<file path="src/wwrpe_pkg.sv">
// Shared constants, types and helpers for the window watchdog and port entry block
package wwrpe_pkg;

	// System clock and the internal oscillator rate
	localparam int unsigned CLK_HZ = 20000000;
	localparam int unsigned CLK_NS = 1000000000 / CLK_HZ;
	localparam int unsigned OSC_HZ = 128000;
	localparam int unsigned OSC_DIV = CLK_HZ / OSC_HZ;
	// One millisecond in system cycles
	localparam int unsigned MS_NS = 1000000;
	localparam int unsigned MS_CYC = MS_NS / CLK_NS;

	// Window for the transmit line to fall after the enable falling edge
	localparam int unsigned PORT_ENTRY_MIN_NS = 2000;
	localparam int unsigned PORT_ENTRY_MAX_NS = 10000;
	localparam logic [7:0] PORT_ENTRY_MIN_CYC = 8'((PORT_ENTRY_MIN_NS + CLK_NS - 1) / CLK_NS);
	localparam logic [7:0] PORT_ENTRY_MAX_CYC = 8'(PORT_ENTRY_MAX_NS / CLK_NS);
	localparam logic [7:0] CYC_SAT = 8'hFF;
	// Oscillator cycles with the transmit line high before low power entry
	localparam logic [2:0] STANDBY_ENTRY_TICKS = 3'h5;
	// Oscillator cycles with both lines idle high before the port closes
	localparam logic [2:0] PORT_IDLE_TICKS = 3'h2;

	// Nominal window lengths and the shutdown reset time, in ms
	localparam logic [9:0] EARLY_WINDOW_MS = 10'h064;
	localparam logic [9:0] SERVICE_WINDOW_MS = 10'h064;
	localparam logic [9:0] SHUTDOWN_RESET_MS = 10'h1F4;

	// Factory scaling of the window timings
	typedef enum logic [2:0] {
		SCALE_M40 = 3'h0,
		SCALE_M20 = 3'h1,
		SCALE_NOM = 3'h2,
		SCALE_P20 = 3'h3,
		SCALE_P60 = 3'h4,
		SCALE_P100 = 3'h5
	} wwrpe_scale_t;

	// Factory choice of the reset hold time
	typedef enum logic [1:0] {
		HOLD_4MS = 2'h0,
		HOLD_8MS = 2'h1,
		HOLD_16MS = 2'h2,
		HOLD_32MS = 2'h3
	} wwrpe_hold_t;

	// Build time configuration standing in for factory programming
	localparam wwrpe_scale_t WINDOW_SCALE = SCALE_NOM;
	localparam wwrpe_hold_t RESET_HOLD_SEL = HOLD_8MS;

	// Watchdog states, one-hot
	typedef enum logic [4:0] {
		WD_OFF = 5'h01,
		WD_HOLD = 5'h02,
		WD_EARLY = 5'h04,
		WD_SERV = 5'h08,
		WD_SHUT = 5'h10
	} wwrpe_wd_t;

	// Port entry states, one-hot
	typedef enum logic [3:0] {
		EN_IDLE = 4'h1,
		EN_WAIT = 4'h2,
		EN_PORT = 4'h4,
		EN_DONE = 4'h8
	} wwrpe_entry_t;

	// Pin levels sampled from outside the clock domain
	typedef struct packed {
		logic en;
		logic tx;
		logic supply_ok;
	} wwrpe_pins_t;
	localparam wwrpe_pins_t PINS_RST = 3'h6;

	// Scales a window length by the factory percentage
	function automatic logic [9:0] wwrpe_scale_ms(input logic [9:0] ms, input wwrpe_scale_t sc);
		logic [17:0] prod;
		// Widen before multiplying so the product cannot wrap at ten bits
		case (sc)
			SCALE_M40: prod = 18'(ms) * 18'h0003C;
			SCALE_M20: prod = 18'(ms) * 18'h00050;
			SCALE_P20: prod = 18'(ms) * 18'h00078;
			SCALE_P60: prod = 18'(ms) * 18'h000A0;
			SCALE_P100: prod = 18'(ms) * 18'h000C8;
			default: prod = 18'(ms) * 18'h00064;
		endcase
		return 10'(prod / 18'h00064);
	endfunction : wwrpe_scale_ms

	// Reset hold time in ms for a factory choice
	function automatic logic [9:0] wwrpe_hold_ms(input wwrpe_hold_t sel);
		case (sel)
			HOLD_4MS: return 10'h004;
			HOLD_16MS: return 10'h010;
			HOLD_32MS: return 10'h020;
			default: return 10'h008;
		endcase
	endfunction : wwrpe_hold_ms

endpackage : wwrpe_pkg

</file>
<file path="src/wwrpe_tick.sv">
`timescale 1ns/1ps
// Free running divider giving a one-cycle enable every DIV cycles
module wwrpe_tick #(
	parameter int unsigned DIV = 156
) (
	input wire logic clk_sys,
	input wire logic rst_b,
	input wire logic clr,
	output logic tick_q
);

	logic [15:0] cnt_q; // Cycle count within one period
	logic [15:0] cnt_d;
	logic tick_d;

	// Next count; a clear restarts the period so timing aligns to an event
	always_comb
	begin
		cnt_d = cnt_q + 16'h0001;
		tick_d = 1'b0;
		if (clr)
		begin
			cnt_d = 16'h0000;
		end
		else if (cnt_q == 16'(DIV - 1))
		begin
			cnt_d = 16'h0000;
			tick_d = 1'b1;
		end
	end

	// Counter and enable registers
	always_ff @(posedge clk_sys or negedge rst_b)
	begin
		if (!rst_b)
		begin
			cnt_q <= 16'h0000;
			tick_q <= 1'b0;
		end
		else
		begin
			cnt_q <= cnt_d;
			tick_q <= tick_d;
		end
	end

endmodule : wwrpe_tick

</file>
<file path="src/wwrpe_top.sv">
`timescale 1ns/1ps
module wwrpe_top #(
	parameter int unsigned MS_CYC = wwrpe_pkg::MS_CYC
) (
	input wire logic clk_sys,
	input wire logic rst_b,
	input wire logic supply_ok, // Supply above undervoltage threshold, asynchronous
	input wire logic en_pin, // Shared enable pin
	input wire logic tx_pin, // Shared transmit pin
	input wire logic wd_trigger, // One-cycle watchdog trigger from port logic
	input wire logic shutdown_req, // One-cycle temporary shutdown request
	output logic rst_out_b_q, // Reset to the microcontroller, active low
	output logic service_open_q, // Service window is open
	output logic port_mode_q, // Serial port mode entered
	output logic sleep_req_q // One-cycle request for sleep or standby
);

	// Build time window lengths and reset hold time
	localparam logic [9:0] EARLY_MS = wwrpe_pkg::wwrpe_scale_ms(wwrpe_pkg::EARLY_WINDOW_MS,
		wwrpe_pkg::WINDOW_SCALE);
	localparam logic [9:0] SERV_MS = wwrpe_pkg::wwrpe_scale_ms(wwrpe_pkg::SERVICE_WINDOW_MS,
		wwrpe_pkg::WINDOW_SCALE);
	localparam logic [9:0] HOLD_MS = wwrpe_pkg::wwrpe_hold_ms(wwrpe_pkg::RESET_HOLD_SEL);
	localparam logic [23:0] HOLD_CYC = 24'(HOLD_MS * MS_CYC);

	// Two-stage synchroniser and previous level for edge finding
	wwrpe_pkg::wwrpe_pins_t pins_m_q;
	wwrpe_pkg::wwrpe_pins_t pins_s_q;
	logic en_p_q;
	logic tx_p_q;

	// Synchronise the pins; only the second stage is read by logic
	always_ff @(posedge clk_sys or negedge rst_b)
	begin
		if (!rst_b)
		begin
			pins_m_q <= wwrpe_pkg::PINS_RST;
			pins_s_q <= wwrpe_pkg::PINS_RST;
			en_p_q <= 1'b1;
			tx_p_q <= 1'b1;
		end
		else
		begin
			pins_m_q <= '{en: en_pin, tx: tx_pin, supply_ok: supply_ok};
			pins_s_q <= pins_m_q;
			en_p_q <= pins_s_q.en;
			tx_p_q <= pins_s_q.tx;
		end
	end

	logic en_fall; // Enable falling edge seen
	logic tx_fall; // Transmit falling edge seen
	assign en_fall = en_p_q & ~pins_s_q.en;
	assign tx_fall = tx_p_q & ~pins_s_q.tx;

	logic osc_tick; // Oscillator rate enable
	logic ms_tick; // Millisecond enable
	logic restart; // Restart of the window timer

	// Oscillator enable, aligned to each enable falling edge
	wwrpe_tick #(.DIV(wwrpe_pkg::OSC_DIV)) u_osc_tick (
		.clk_sys(clk_sys),
		.rst_b(rst_b),
		.clr(en_fall),
		.tick_q(osc_tick)
	);

	// Millisecond enable, aligned to each window restart
	wwrpe_tick #(.DIV(MS_CYC)) u_ms_tick (
		.clk_sys(clk_sys),
		.rst_b(rst_b),
		.clr(restart),
		.tick_q(ms_tick)
	);

	// Watchdog state
	wwrpe_pkg::wwrpe_wd_t wd_q;
	wwrpe_pkg::wwrpe_wd_t wd_d;
	logic [9:0] ms_q; // Milliseconds elapsed in the current interval
	logic [9:0] ms_d;
	logic [23:0] hold_cyc_q; // Cycles spent holding reset, read by checks only
	logic [23:0] hold_cyc_d;
	logic rst_out_b_d;
	logic service_open_d;

	// Next watchdog state, interval count and outputs
	always_comb
	begin
		wd_d = wd_q;
		restart = 1'b0;
		if (!pins_s_q.supply_ok)
		begin
			wd_d = wwrpe_pkg::WD_OFF;
		end
		else if (shutdown_req && wd_q != wwrpe_pkg::WD_OFF && wd_q != wwrpe_pkg::WD_SHUT)
		begin
			wd_d = wwrpe_pkg::WD_SHUT;
			restart = 1'b1;
		end
		else
		begin
			case (wd_q)
				wwrpe_pkg::WD_OFF:
				begin
					// Supply back: hold reset before the watchdog starts
					wd_d = wwrpe_pkg::WD_HOLD;
					restart = 1'b1;
				end
				wwrpe_pkg::WD_HOLD:
				begin
					if (ms_tick && ms_q == HOLD_MS - 10'h001)
					begin
						wd_d = wwrpe_pkg::WD_EARLY;
						restart = 1'b1;
					end
				end
				wwrpe_pkg::WD_EARLY:
				begin
					if (wd_trigger)
					begin
						wd_d = wwrpe_pkg::WD_HOLD;
						restart = 1'b1;
					end
					else if (ms_tick && ms_q == EARLY_MS - 10'h001)
					begin
						wd_d = wwrpe_pkg::WD_SERV;
						restart = 1'b1;
					end
				end
				wwrpe_pkg::WD_SERV:
				begin
					if (wd_trigger)
					begin
						wd_d = wwrpe_pkg::WD_EARLY;
						restart = 1'b1;
					end
					else if (ms_tick && ms_q == SERV_MS - 10'h001)
					begin
						wd_d = wwrpe_pkg::WD_HOLD;
						restart = 1'b1;
					end
				end
				wwrpe_pkg::WD_SHUT:
				begin
					if (ms_tick && ms_q == wwrpe_pkg::SHUTDOWN_RESET_MS - 10'h001)
					begin
						wd_d = wwrpe_pkg::WD_EARLY;
						restart = 1'b1;
					end
				end
				default:
				begin
					wd_d = wwrpe_pkg::WD_OFF;
				end
			endcase
		end
		// Interval count clears on every restart
		if (restart || wd_d == wwrpe_pkg::WD_OFF)
		begin
			ms_d = 10'h000;
		end
		else
		begin
			ms_d = ms_q + {9'h000, ms_tick};
		end
		hold_cyc_d = (wd_q == wwrpe_pkg::WD_HOLD) ? hold_cyc_q + 24'h000001 : 24'h000000;
		// Reset released only while a window runs
		rst_out_b_d = (wd_d == wwrpe_pkg::WD_EARLY) || (wd_d == wwrpe_pkg::WD_SERV);
		service_open_d = (wd_d == wwrpe_pkg::WD_SERV);
	end

	// Watchdog registers
	always_ff @(posedge clk_sys or negedge rst_b)
	begin
		if (!rst_b)
		begin
			wd_q <= wwrpe_pkg::WD_OFF;
			ms_q <= 10'h000;
			hold_cyc_q <= 24'h000000;
			rst_out_b_q <= 1'b0;
			service_open_q <= 1'b0;
		end
		else
		begin
			wd_q <= wd_d;
			ms_q <= ms_d;
			hold_cyc_q <= hold_cyc_d;
			rst_out_b_q <= rst_out_b_d;
			service_open_q <= service_open_d;
		end
	end

	// Port entry state
	wwrpe_pkg::wwrpe_entry_t ent_q;
	wwrpe_pkg::wwrpe_entry_t ent_d;
	logic [7:0] cyc_q; // System cycles since the enable falling edge
	logic [7:0] cyc_d;
	logic [2:0] osc_q; // Oscillator cycles counted in this state
	logic [2:0] osc_d;
	logic sleep_req_d;
	logic port_mode_d;

	// Next entry state: serial port, low power request or nothing
	always_comb
	begin
		ent_d = ent_q;
		cyc_d = cyc_q;
		osc_d = osc_q;
		sleep_req_d = 1'b0;
		case (ent_q)
			wwrpe_pkg::EN_IDLE:
			begin
				if (en_fall)
				begin
					ent_d = wwrpe_pkg::EN_WAIT;
					cyc_d = 8'h00;
					osc_d = 3'h0;
				end
			end
			wwrpe_pkg::EN_WAIT:
			begin
				if (pins_s_q.en)
				begin
					ent_d = wwrpe_pkg::EN_IDLE;
				end
				else if (tx_fall)
				begin
					// Only a fall inside the entry window opens the port
					if (cyc_q >= wwrpe_pkg::PORT_ENTRY_MIN_CYC &&
						cyc_q <= wwrpe_pkg::PORT_ENTRY_MAX_CYC)
					begin
						ent_d = wwrpe_pkg::EN_PORT;
						osc_d = 3'h0;
					end
					else
					begin
						ent_d = wwrpe_pkg::EN_DONE;
					end
				end
				else
				begin
					cyc_d = (cyc_q == wwrpe_pkg::CYC_SAT) ? cyc_q : cyc_q + 8'h01;
					if (!pins_s_q.tx)
					begin
						ent_d = wwrpe_pkg::EN_DONE;
					end
					else if (osc_tick)
					begin
						// Counted on the oscillator rate enable
						if (osc_q == wwrpe_pkg::STANDBY_ENTRY_TICKS - 3'h1)
						begin
							sleep_req_d = 1'b1;
							ent_d = wwrpe_pkg::EN_DONE;
						end
						else
						begin
							osc_d = osc_q + 3'h1;
						end
					end
				end
			end
			wwrpe_pkg::EN_PORT:
			begin
				// Enable toggles as the port clock; close only on a long idle
				if (pins_s_q.en && pins_s_q.tx)
				begin
					if (osc_tick)
					begin
						if (osc_q == wwrpe_pkg::PORT_IDLE_TICKS - 3'h1)
						begin
							ent_d = wwrpe_pkg::EN_IDLE;
						end
						else
						begin
							osc_d = osc_q + 3'h1;
						end
					end
				end
				else
				begin
					osc_d = 3'h0;
				end
			end
			wwrpe_pkg::EN_DONE:
			begin
				if (pins_s_q.en)
				begin
					ent_d = wwrpe_pkg::EN_IDLE;
				end
			end
			default:
			begin
				ent_d = wwrpe_pkg::EN_IDLE;
			end
		endcase
		port_mode_d = (ent_d == wwrpe_pkg::EN_PORT);
	end

	// Port entry registers
	always_ff @(posedge clk_sys or negedge rst_b)
	begin
		if (!rst_b)
		begin
			ent_q <= wwrpe_pkg::EN_IDLE;
			cyc_q <= 8'h00;
			osc_q <= 3'h0;
			sleep_req_q <= 1'b0;
			port_mode_q <= 1'b0;
		end
		else
		begin
			ent_q <= ent_d;
			cyc_q <= cyc_d;
			osc_q <= osc_d;
			sleep_req_q <= sleep_req_d;
			port_mode_q <= port_mode_d;
		end
	end
endmodule : wwrpe_top

</file>
<file path="config.mk">
export PLATFORM = sky130hd
export DESIGN_NAME = wwrpe_top
export DESIGN_NICKNAME = d
export VERILOG_FILES = /design/src/wwrpe_pkg.sv /design/src/wwrpe_tick.sv /design/src/wwrpe_top.sv
export SDC_FILE = /design/constraint.sdc
export NUM_CORES = 1
export LEC_CHECK = 0
export ABC_AREA = 1
export BUFFER_PORTS_ARGS = -buffer_cell sky130_fd_sc_hd__buf_4
export CAP_MARGIN = 20
export CORE_MARGIN = 4
export CORE_UTILIZATION = 30
export DETAILED_ROUTE_END_ITERATION = 12
export GPL_TIMING_DRIVEN = 1
export SETUP_SLACK_MARGIN = 0.4
export SLEW_MARGIN = 20
export SYNTH_ARGS = -nofsm -noshare
export SYNTH_HDL_FRONTEND = slang
export SYNTH_HIERARCHICAL = 1
export SYNTH_SLANG_ARGS = --single-unit
</file>
<file path="constraint.sdc">
create_clock -name clk_sys -period 1.65 [get_ports clk_sys]
set_input_delay 0.0825 -clock clk_sys [delete_from_list [all_inputs] [get_ports clk_sys]]
set_output_delay 0.0825 -clock clk_sys [all_outputs]
set_load 0.1 [all_outputs]
</file>
Word-level counts from Yosys, hierarchy flattened
Index checks and enable logic that the tools add are counted.
Operators by class
  reduce and logical (&&, ||, !) cells: 14
  add/sub/neg operators: 5
  eq/ne operators: 33
  muxes and demuxes: 59
  order comparisons: 2
  bitwise logic cells: 4
Operator list (count)
  16-bit two-way mux: 4
  4-bit two-way mux: 11
  5-bit two-way mux: 8
  16-bit by 1-bit adder with 16-bit output (second input constant): 2
  8-bit two-way mux: 4
  3-bit two-way mux: 10
  5-bit case mux with 5 select lines: 1
  16-bit by 15-bit equality test with 1-bit output (second input constant): 1
  16-bit by 8-bit equality test with 1-bit output (second input constant): 1
  1-bit two-way mux: 16
  4-bit case mux with 4 select lines: 1
  8-bit case mux with 2 select lines: 1
  3-bit != test (second input constant): 4
  10-bit by 1-bit adder with 10-bit output: 1
  10-bit by 3-bit equality test with 1-bit output (second input constant): 1
  10-bit by 7-bit equality test with 1-bit output (second input constant): 1
  10-bit by 9-bit equality test with 1-bit output (second input constant): 1
  5-bit by 1-bit equality test with 1-bit output (second input constant): 2
  5-bit by 3-bit equality test with 1-bit output (second input constant): 2
  5-bit by 4-bit equality test with 1-bit output (second input constant): 2
  10-bit two-way mux: 1
  3-bit case mux with 3 select lines: 1
  9-bit AND reduction: 1
  8-bit by 1-bit adder with 8-bit output (second input constant): 1
  25 further kinds: 39
Storage, ports and cells
  output and inout bits: 4
  bits of input ports: 7
  logic and storage cells: 138
  register bits after elaboration: 76

Logic depth before layout (Yosys ltp)
  depth in word-level cells: 10
  gate-level depth with buffers: 12
  gate-level depth less buffers: 11

Modules after synthesis
Netlist, hierarchy kept.
Modules (own cells, without submodules)
  wwrpe_top: cells an instance 323, sequential area each 1061.0 um^2, area an instance 2478.6 um^2, instances 1
  wwrpe_tick at u_ms_tick: cells an instance 129, sequential area each 425.4 um^2, area an instance 968.4 um^2, instances 1
  wwrpe_tick at u_osc_tick: cells an instance 121, sequential area each 425.4 um^2, area an instance 918.4 um^2, instances 1

Worst setup path before layout
Ideal clock, no wire load.
  path type: register -> register
  start point: reg ms_q[9]
  end point: reg u_ms_tick.cnt_q[10]
  cell stages (with the launch flop): 12
  library setup time: 0.118 ns
  setup slack: -0.125 ns
  data required time: 1.532 ns
  path buffers: 1
  arrival: 1.657 ns
  clock period less this slack: 1.775 ns
  path through: dfrtp_1 inv_1 nand2_1 nor2_1 nand3_2 a21oi_1 nor2_2 a21oi_1 clkbuf_1 inv_1 nand2_4 nor2_1
On the way
  cells in the longest elaborated chain, start to end: 8
  elaborated cells between the ends (all ways): 14
  those cells by class: eq/ne (3); mux (8); reduce/logical (3)
Ends and longest elaborated chain
  start: declaration: RTL line wwrpe_top.sv:79  | logic [9:0] ms_q;
  start signal: assignment: RTL line wwrpe_top.sv:186  | ms_q <= ms_d;
  10-bit by 7-bit equality test with 1-bit output: RTL line wwrpe_top.sv:124, wwrpe_top.sv:137
  1-bit logical AND: RTL line wwrpe_top.sv:124, wwrpe_top.sv:137
  1-bit two-way mux: RTL line wwrpe_top.sv:124, wwrpe_top.sv:137
  1-bit two-way mux: RTL line wwrpe_top.sv:119  | if (wd_trigger)
  1-bit case mux with 4 select lines *: RTL line wwrpe_top.sv:102  | case (wd_q)
  1-bit two-way mux *: RTL line wwrpe_top.sv:95  | else if (shutdown_req && wd_q != wwrpe_pkg::WD_OFF && wd_q != wwrpe_pkg::WD_SHUT)
  1-bit two-way mux *: RTL line wwrpe_top.sv:91  | if (!pins_s_q.supply_ok)
  via restart: RTL line wwrpe_top.sv:58  | logic restart;
  16-bit two-way mux *: RTL line wwrpe_tick.sv:21  | if (clr)
  via u_ms_tick.cnt_d[10]: RTL line wwrpe_tick.sv:13  | logic [15:0] cnt_d;
  end signal: assignment: RTL line wwrpe_tick.sv:42  | cnt_q <= cnt_d;
  end: declaration: RTL line wwrpe_tick.sv:12  | logic [15:0] cnt_q;
Mark *: on every way through the listed nets, which the timed path passes. The rest lies on a longest branch.
A chain may end at the register's enable or synchronous reset.

Worst setup path in the final report
  start point: reg wd_q[0]
  end point: reg u_ms_tick.cnt_q[11]
On the way
  cells in the longest elaborated chain, start to end: 6
  elaborated cells between the ends (all ways): 14
  those cells by class: eq/ne (7); mux (4); reduce/logical (3)
Ends and longest elaborated chain
  start: declaration: RTL line wwrpe_top.sv:77  | wwrpe_pkg::wwrpe_wd_t wd_q;
  start signal: assignment: RTL line wwrpe_top.sv:177  | wd_q <= wwrpe_pkg::WD_OFF;
  start signal: assignment: RTL line wwrpe_top.sv:185  | wd_q <= wd_d;
  5-bit by 4-bit equality test with 1-bit output, or another cell as far along: RTL line wwrpe_top.sv:102
  2-bit OR reduction (no source line) or 1-bit logical AND (tied branches)
  1-bit case mux with 4 select lines or 1-bit logical AND (tied branches): RTL line wwrpe_top.sv:102, wwrpe_top.sv:95
  1-bit two-way mux *: RTL line wwrpe_top.sv:95
  1-bit two-way mux *: RTL line wwrpe_top.sv:91
  via restart: RTL line wwrpe_top.sv:58
  16-bit two-way mux *: RTL line wwrpe_tick.sv:21
  via u_ms_tick.cnt_d[11]: RTL line wwrpe_tick.sv:13
Marked as above.

==> results.toml <==
[logic_synthesis]
synth_edf_count = 0
synth_seq_cells = 76
synthTopCellsByArea = "dfrtp_1, nand2_1, nor2_1"
synth_nets = 589
postSynthAreaPerCell_um2 = 7.62
synth_area_um2 = 4370
synth_top_flop_cell = "dfrtp_1"
netlist_instances = 573
synth_cell_type_count = 34
synth-seq-area-share_pct = 43.8
yosysWarnings = 6
async_flop_share_pct = 100
synth.top_cell.area_share_pct = 39.0
post-synth-top-area-cell = "dfrtp_1"

[worst_setup_path]
setup.worst_path.start_class = "register"
path_buf_inv = 3
max_stage_delay_ps = 550
path_max_fanout = 8
path_class = "register to register"
worstSetupEndpointType = "register"
worst_ep_required_time_ps = 1880
cp_data_arrival_time_ps = 1850
crit_path_top_delay_cell = "dfstp_2"
crit_family = "flip-flops"
cp_cell_sequence = "nor2_2 > nand3_1 > nand2_2 > nor2_4 > inv_1 > a21oi_2 > buf_6 > inv_6 > nand2_8 > nor2_1"

[worst_hold_path]
worstHoldPathType = "input port to register"

[route]
drtIter0Drc = 284
routedWlPerCell_um = 12.6
vias_per_cell = 4.67
routed_wl_um = 10700
drtPass1Iterations = 4
antenna_left = 0
drc_errors = 0
vias = 3953

[timing]
fmax_ghz = 0.616
hold_violations = 0
slew_headroom_pct = 65.8
setup_viol = 0
drv_slew = 0
setup_ws_ps = 26.7
rsz0062_at_grt = "true"
min_period_over_period_pct = 98.4
clock_skew_ps = 6.00
worstMarginPinSlew_ps = 513
min_period_ps = 1620

[global_route]
first_global_vias = 3823
grt_pass1_wl_um = 17100
grt.total_usage_pct = 12.5
antenna_found_initial = 0
grt_overflow_total = 0
grt_max_degree = 39

[clock_tree]
ctsRootBufferMaster = "clkbuf_16"
cts_tree = "built"
clk_latency_ps = 340
clock-sinks = 76
cts_made_buffers = 9
clock_path_buffers = 2
h-tree-depth = 3
path_clk_slew_ps = 60

[placement]
place_congestion = 0.851
hpwl_um = 6750
dp_slack_ps = -19.5
port-buffer-count = 10

[status]
outcome = "completed"

[die]
die_x_um = 129
coreArea_um2 = 14000
row_count = 43
ios = 11
start_util_pct = 31.1
die-area_um2 = 16500
die_h_um = 129

[job]
cap_violations = 0

[power]
p_leak_nw = 2.70
ir_drop_uv = 617
pwr_density_cell_nw_per_um2 = 1060

[final_layout]
syn2layout_area_growth_pct = 40.0
drive_gt1_share_pct = 39.7
finish.utilization_pct = 43.5
antennaDiodeCount = 0
fin_nets = 678
## layout make-up
cell class,instances,area [um2]
fill,1314,7930
multi-input combinational,418,2650
sequential,76,1920
timing repair buffer,80,681
inverter,77,309
clock buffer,10,229
tap,180,225
clock inverter,6,88.8
## power by group
| part | switching [mW] | internal (mW) |
|---|---|---|
| combinational | 1.16 | 0.907 |
| clock | 0.820 | 1.33 |
| sequential | 0.213 | 2.04 |
| total | 2.20 | 4.27 |
## sequential cells by signal, summed over array words and instances (netlist names), 3 cells and up
signal / cells
u_osc_tick/cnt_q: 16
u_ms_tick/cnt_q: 16
ent_q: 4
pins_s_q: 3
osc_q: 3
wd_q: 5
cyc_q: 8
ms_q: 10
pins_m_q: 3
## placed cells by master (no fill, tap or decap), drive strengths merged, types with 3 or more instances in the layout
cell,synthesis,final
nor2,129,129
buf,1,76
nand2,149,149
clkinv,1,3
dfrtp,68,68
dfstp,8,8
ha,9,9
xnor2,5,5
inv,76,76
nand3,38,39
nor3,11,11
clkbuf,2,10
dlygate4sd3,0,4
a21oi,8,8
nand4,18,18
o21ai,18,18
xor2,21,21
## path summary, 6_finish.rpt
check	from	slack, ps	to	cells past startpoint
worst min register to register	pins_m_q[1]$_DFF_PN1_	360	pins_s_q[1]$_DFF_PN1_	0
worst max register to register	wd_q[0]$_DFF_PN1_	30	u_ms_tick/cnt_q[11]$_DFF_PN0_	10
worst max-delay path	wd_q[0]$_DFF_PN1_	30	u_ms_tick/cnt_q[11]$_DFF_PN0_	10
max in group asynchronous	rst_b	780	pins_s_q[2]$_DFF_PN1_	3
min in group asynchronous	rst_b	250	wd_q[2]$_DFF_PN0_	2
worst min-delay path	wd_trigger	150	wd_q[2]$_DFF_PN0_	5
## synthesized netlist by cell type, types with 2 or more instances
master,instances
o21a_1,2
nand4_1,18
o21ai_1,7
xnor2_1,5
nand2_1,138
nor2_1,107
nor2_2,13
clkbuf_1,2
xor2_1,21
nor2_4,9
nand2_4,3
a21oi_1,8
ha_1,9
o21ai_0,9
dfstp_2,8
nand3_1,34
dfrtp_1,68
nor4_1,2
nor3_1,11
nand3_2,3
inv_1,73
nand2_2,8
o21ai_2,2
o21bai_1,2
inv_2,2
## routing by layer
metal | part of all wire [%] | global-route usage, %
met1 | 46 | 16.3
met2 | 49 | 21.1
met3 | 3.3 | 2.45
met4 | 1.5 | 4.01
met5 | 0 | 0
## worst min-delay path: stages
cell and delay, ps:
buf_4 90, nand3_1 70, nand3b_1 80, nand2_1 70
inv_1 60
## logic make-up (layout without fill, tap and decap cells)
logic type / Yosys count / after routing / share of synthesized area, %
buffers and inverters: 80 / 173 / 7.14
and+or+nand+nor: 350 / 351 / 37.1
xor gates and xnor gates: 26 / 26 / 5.22
DFF: 76 / 76 / 43.8
AOI/OAI and AO/OA: 32 / 32 / 4.18
adders and majority gates: 9 / 9 / 2.58
## through the flow
stage | TNS, ps | power [mW] | std cells | instance area [um2] | hold WS (ps)
global route | -1180 | 6.79 | 847 | 6110 | 200
detailed placement | -72.6 | 3.47 | 776 | 4830 | 105
CTS | 0 | 6.01 | 820 | 5600 | 150
floorplan | 0 | 3.12 | 573 | 4420 | -213
global placement | 0 | 3.43 | 776 | 4830 | 102
finish | 0 | 6.47 | 847 | 6110 | 151
## timing repair
item                                    in CTS  in global routing
hold buffers                                 4                  0
cloned                                       1                  0
pin swaps                                   30                 53
hold endpoints to repair                    32                  0
endpoints found under the setup margin      65                 66
buffers inserted                            23                 27
resized for setup                           60                 96
Note: power is estimated with default switching activity, not from simulation.
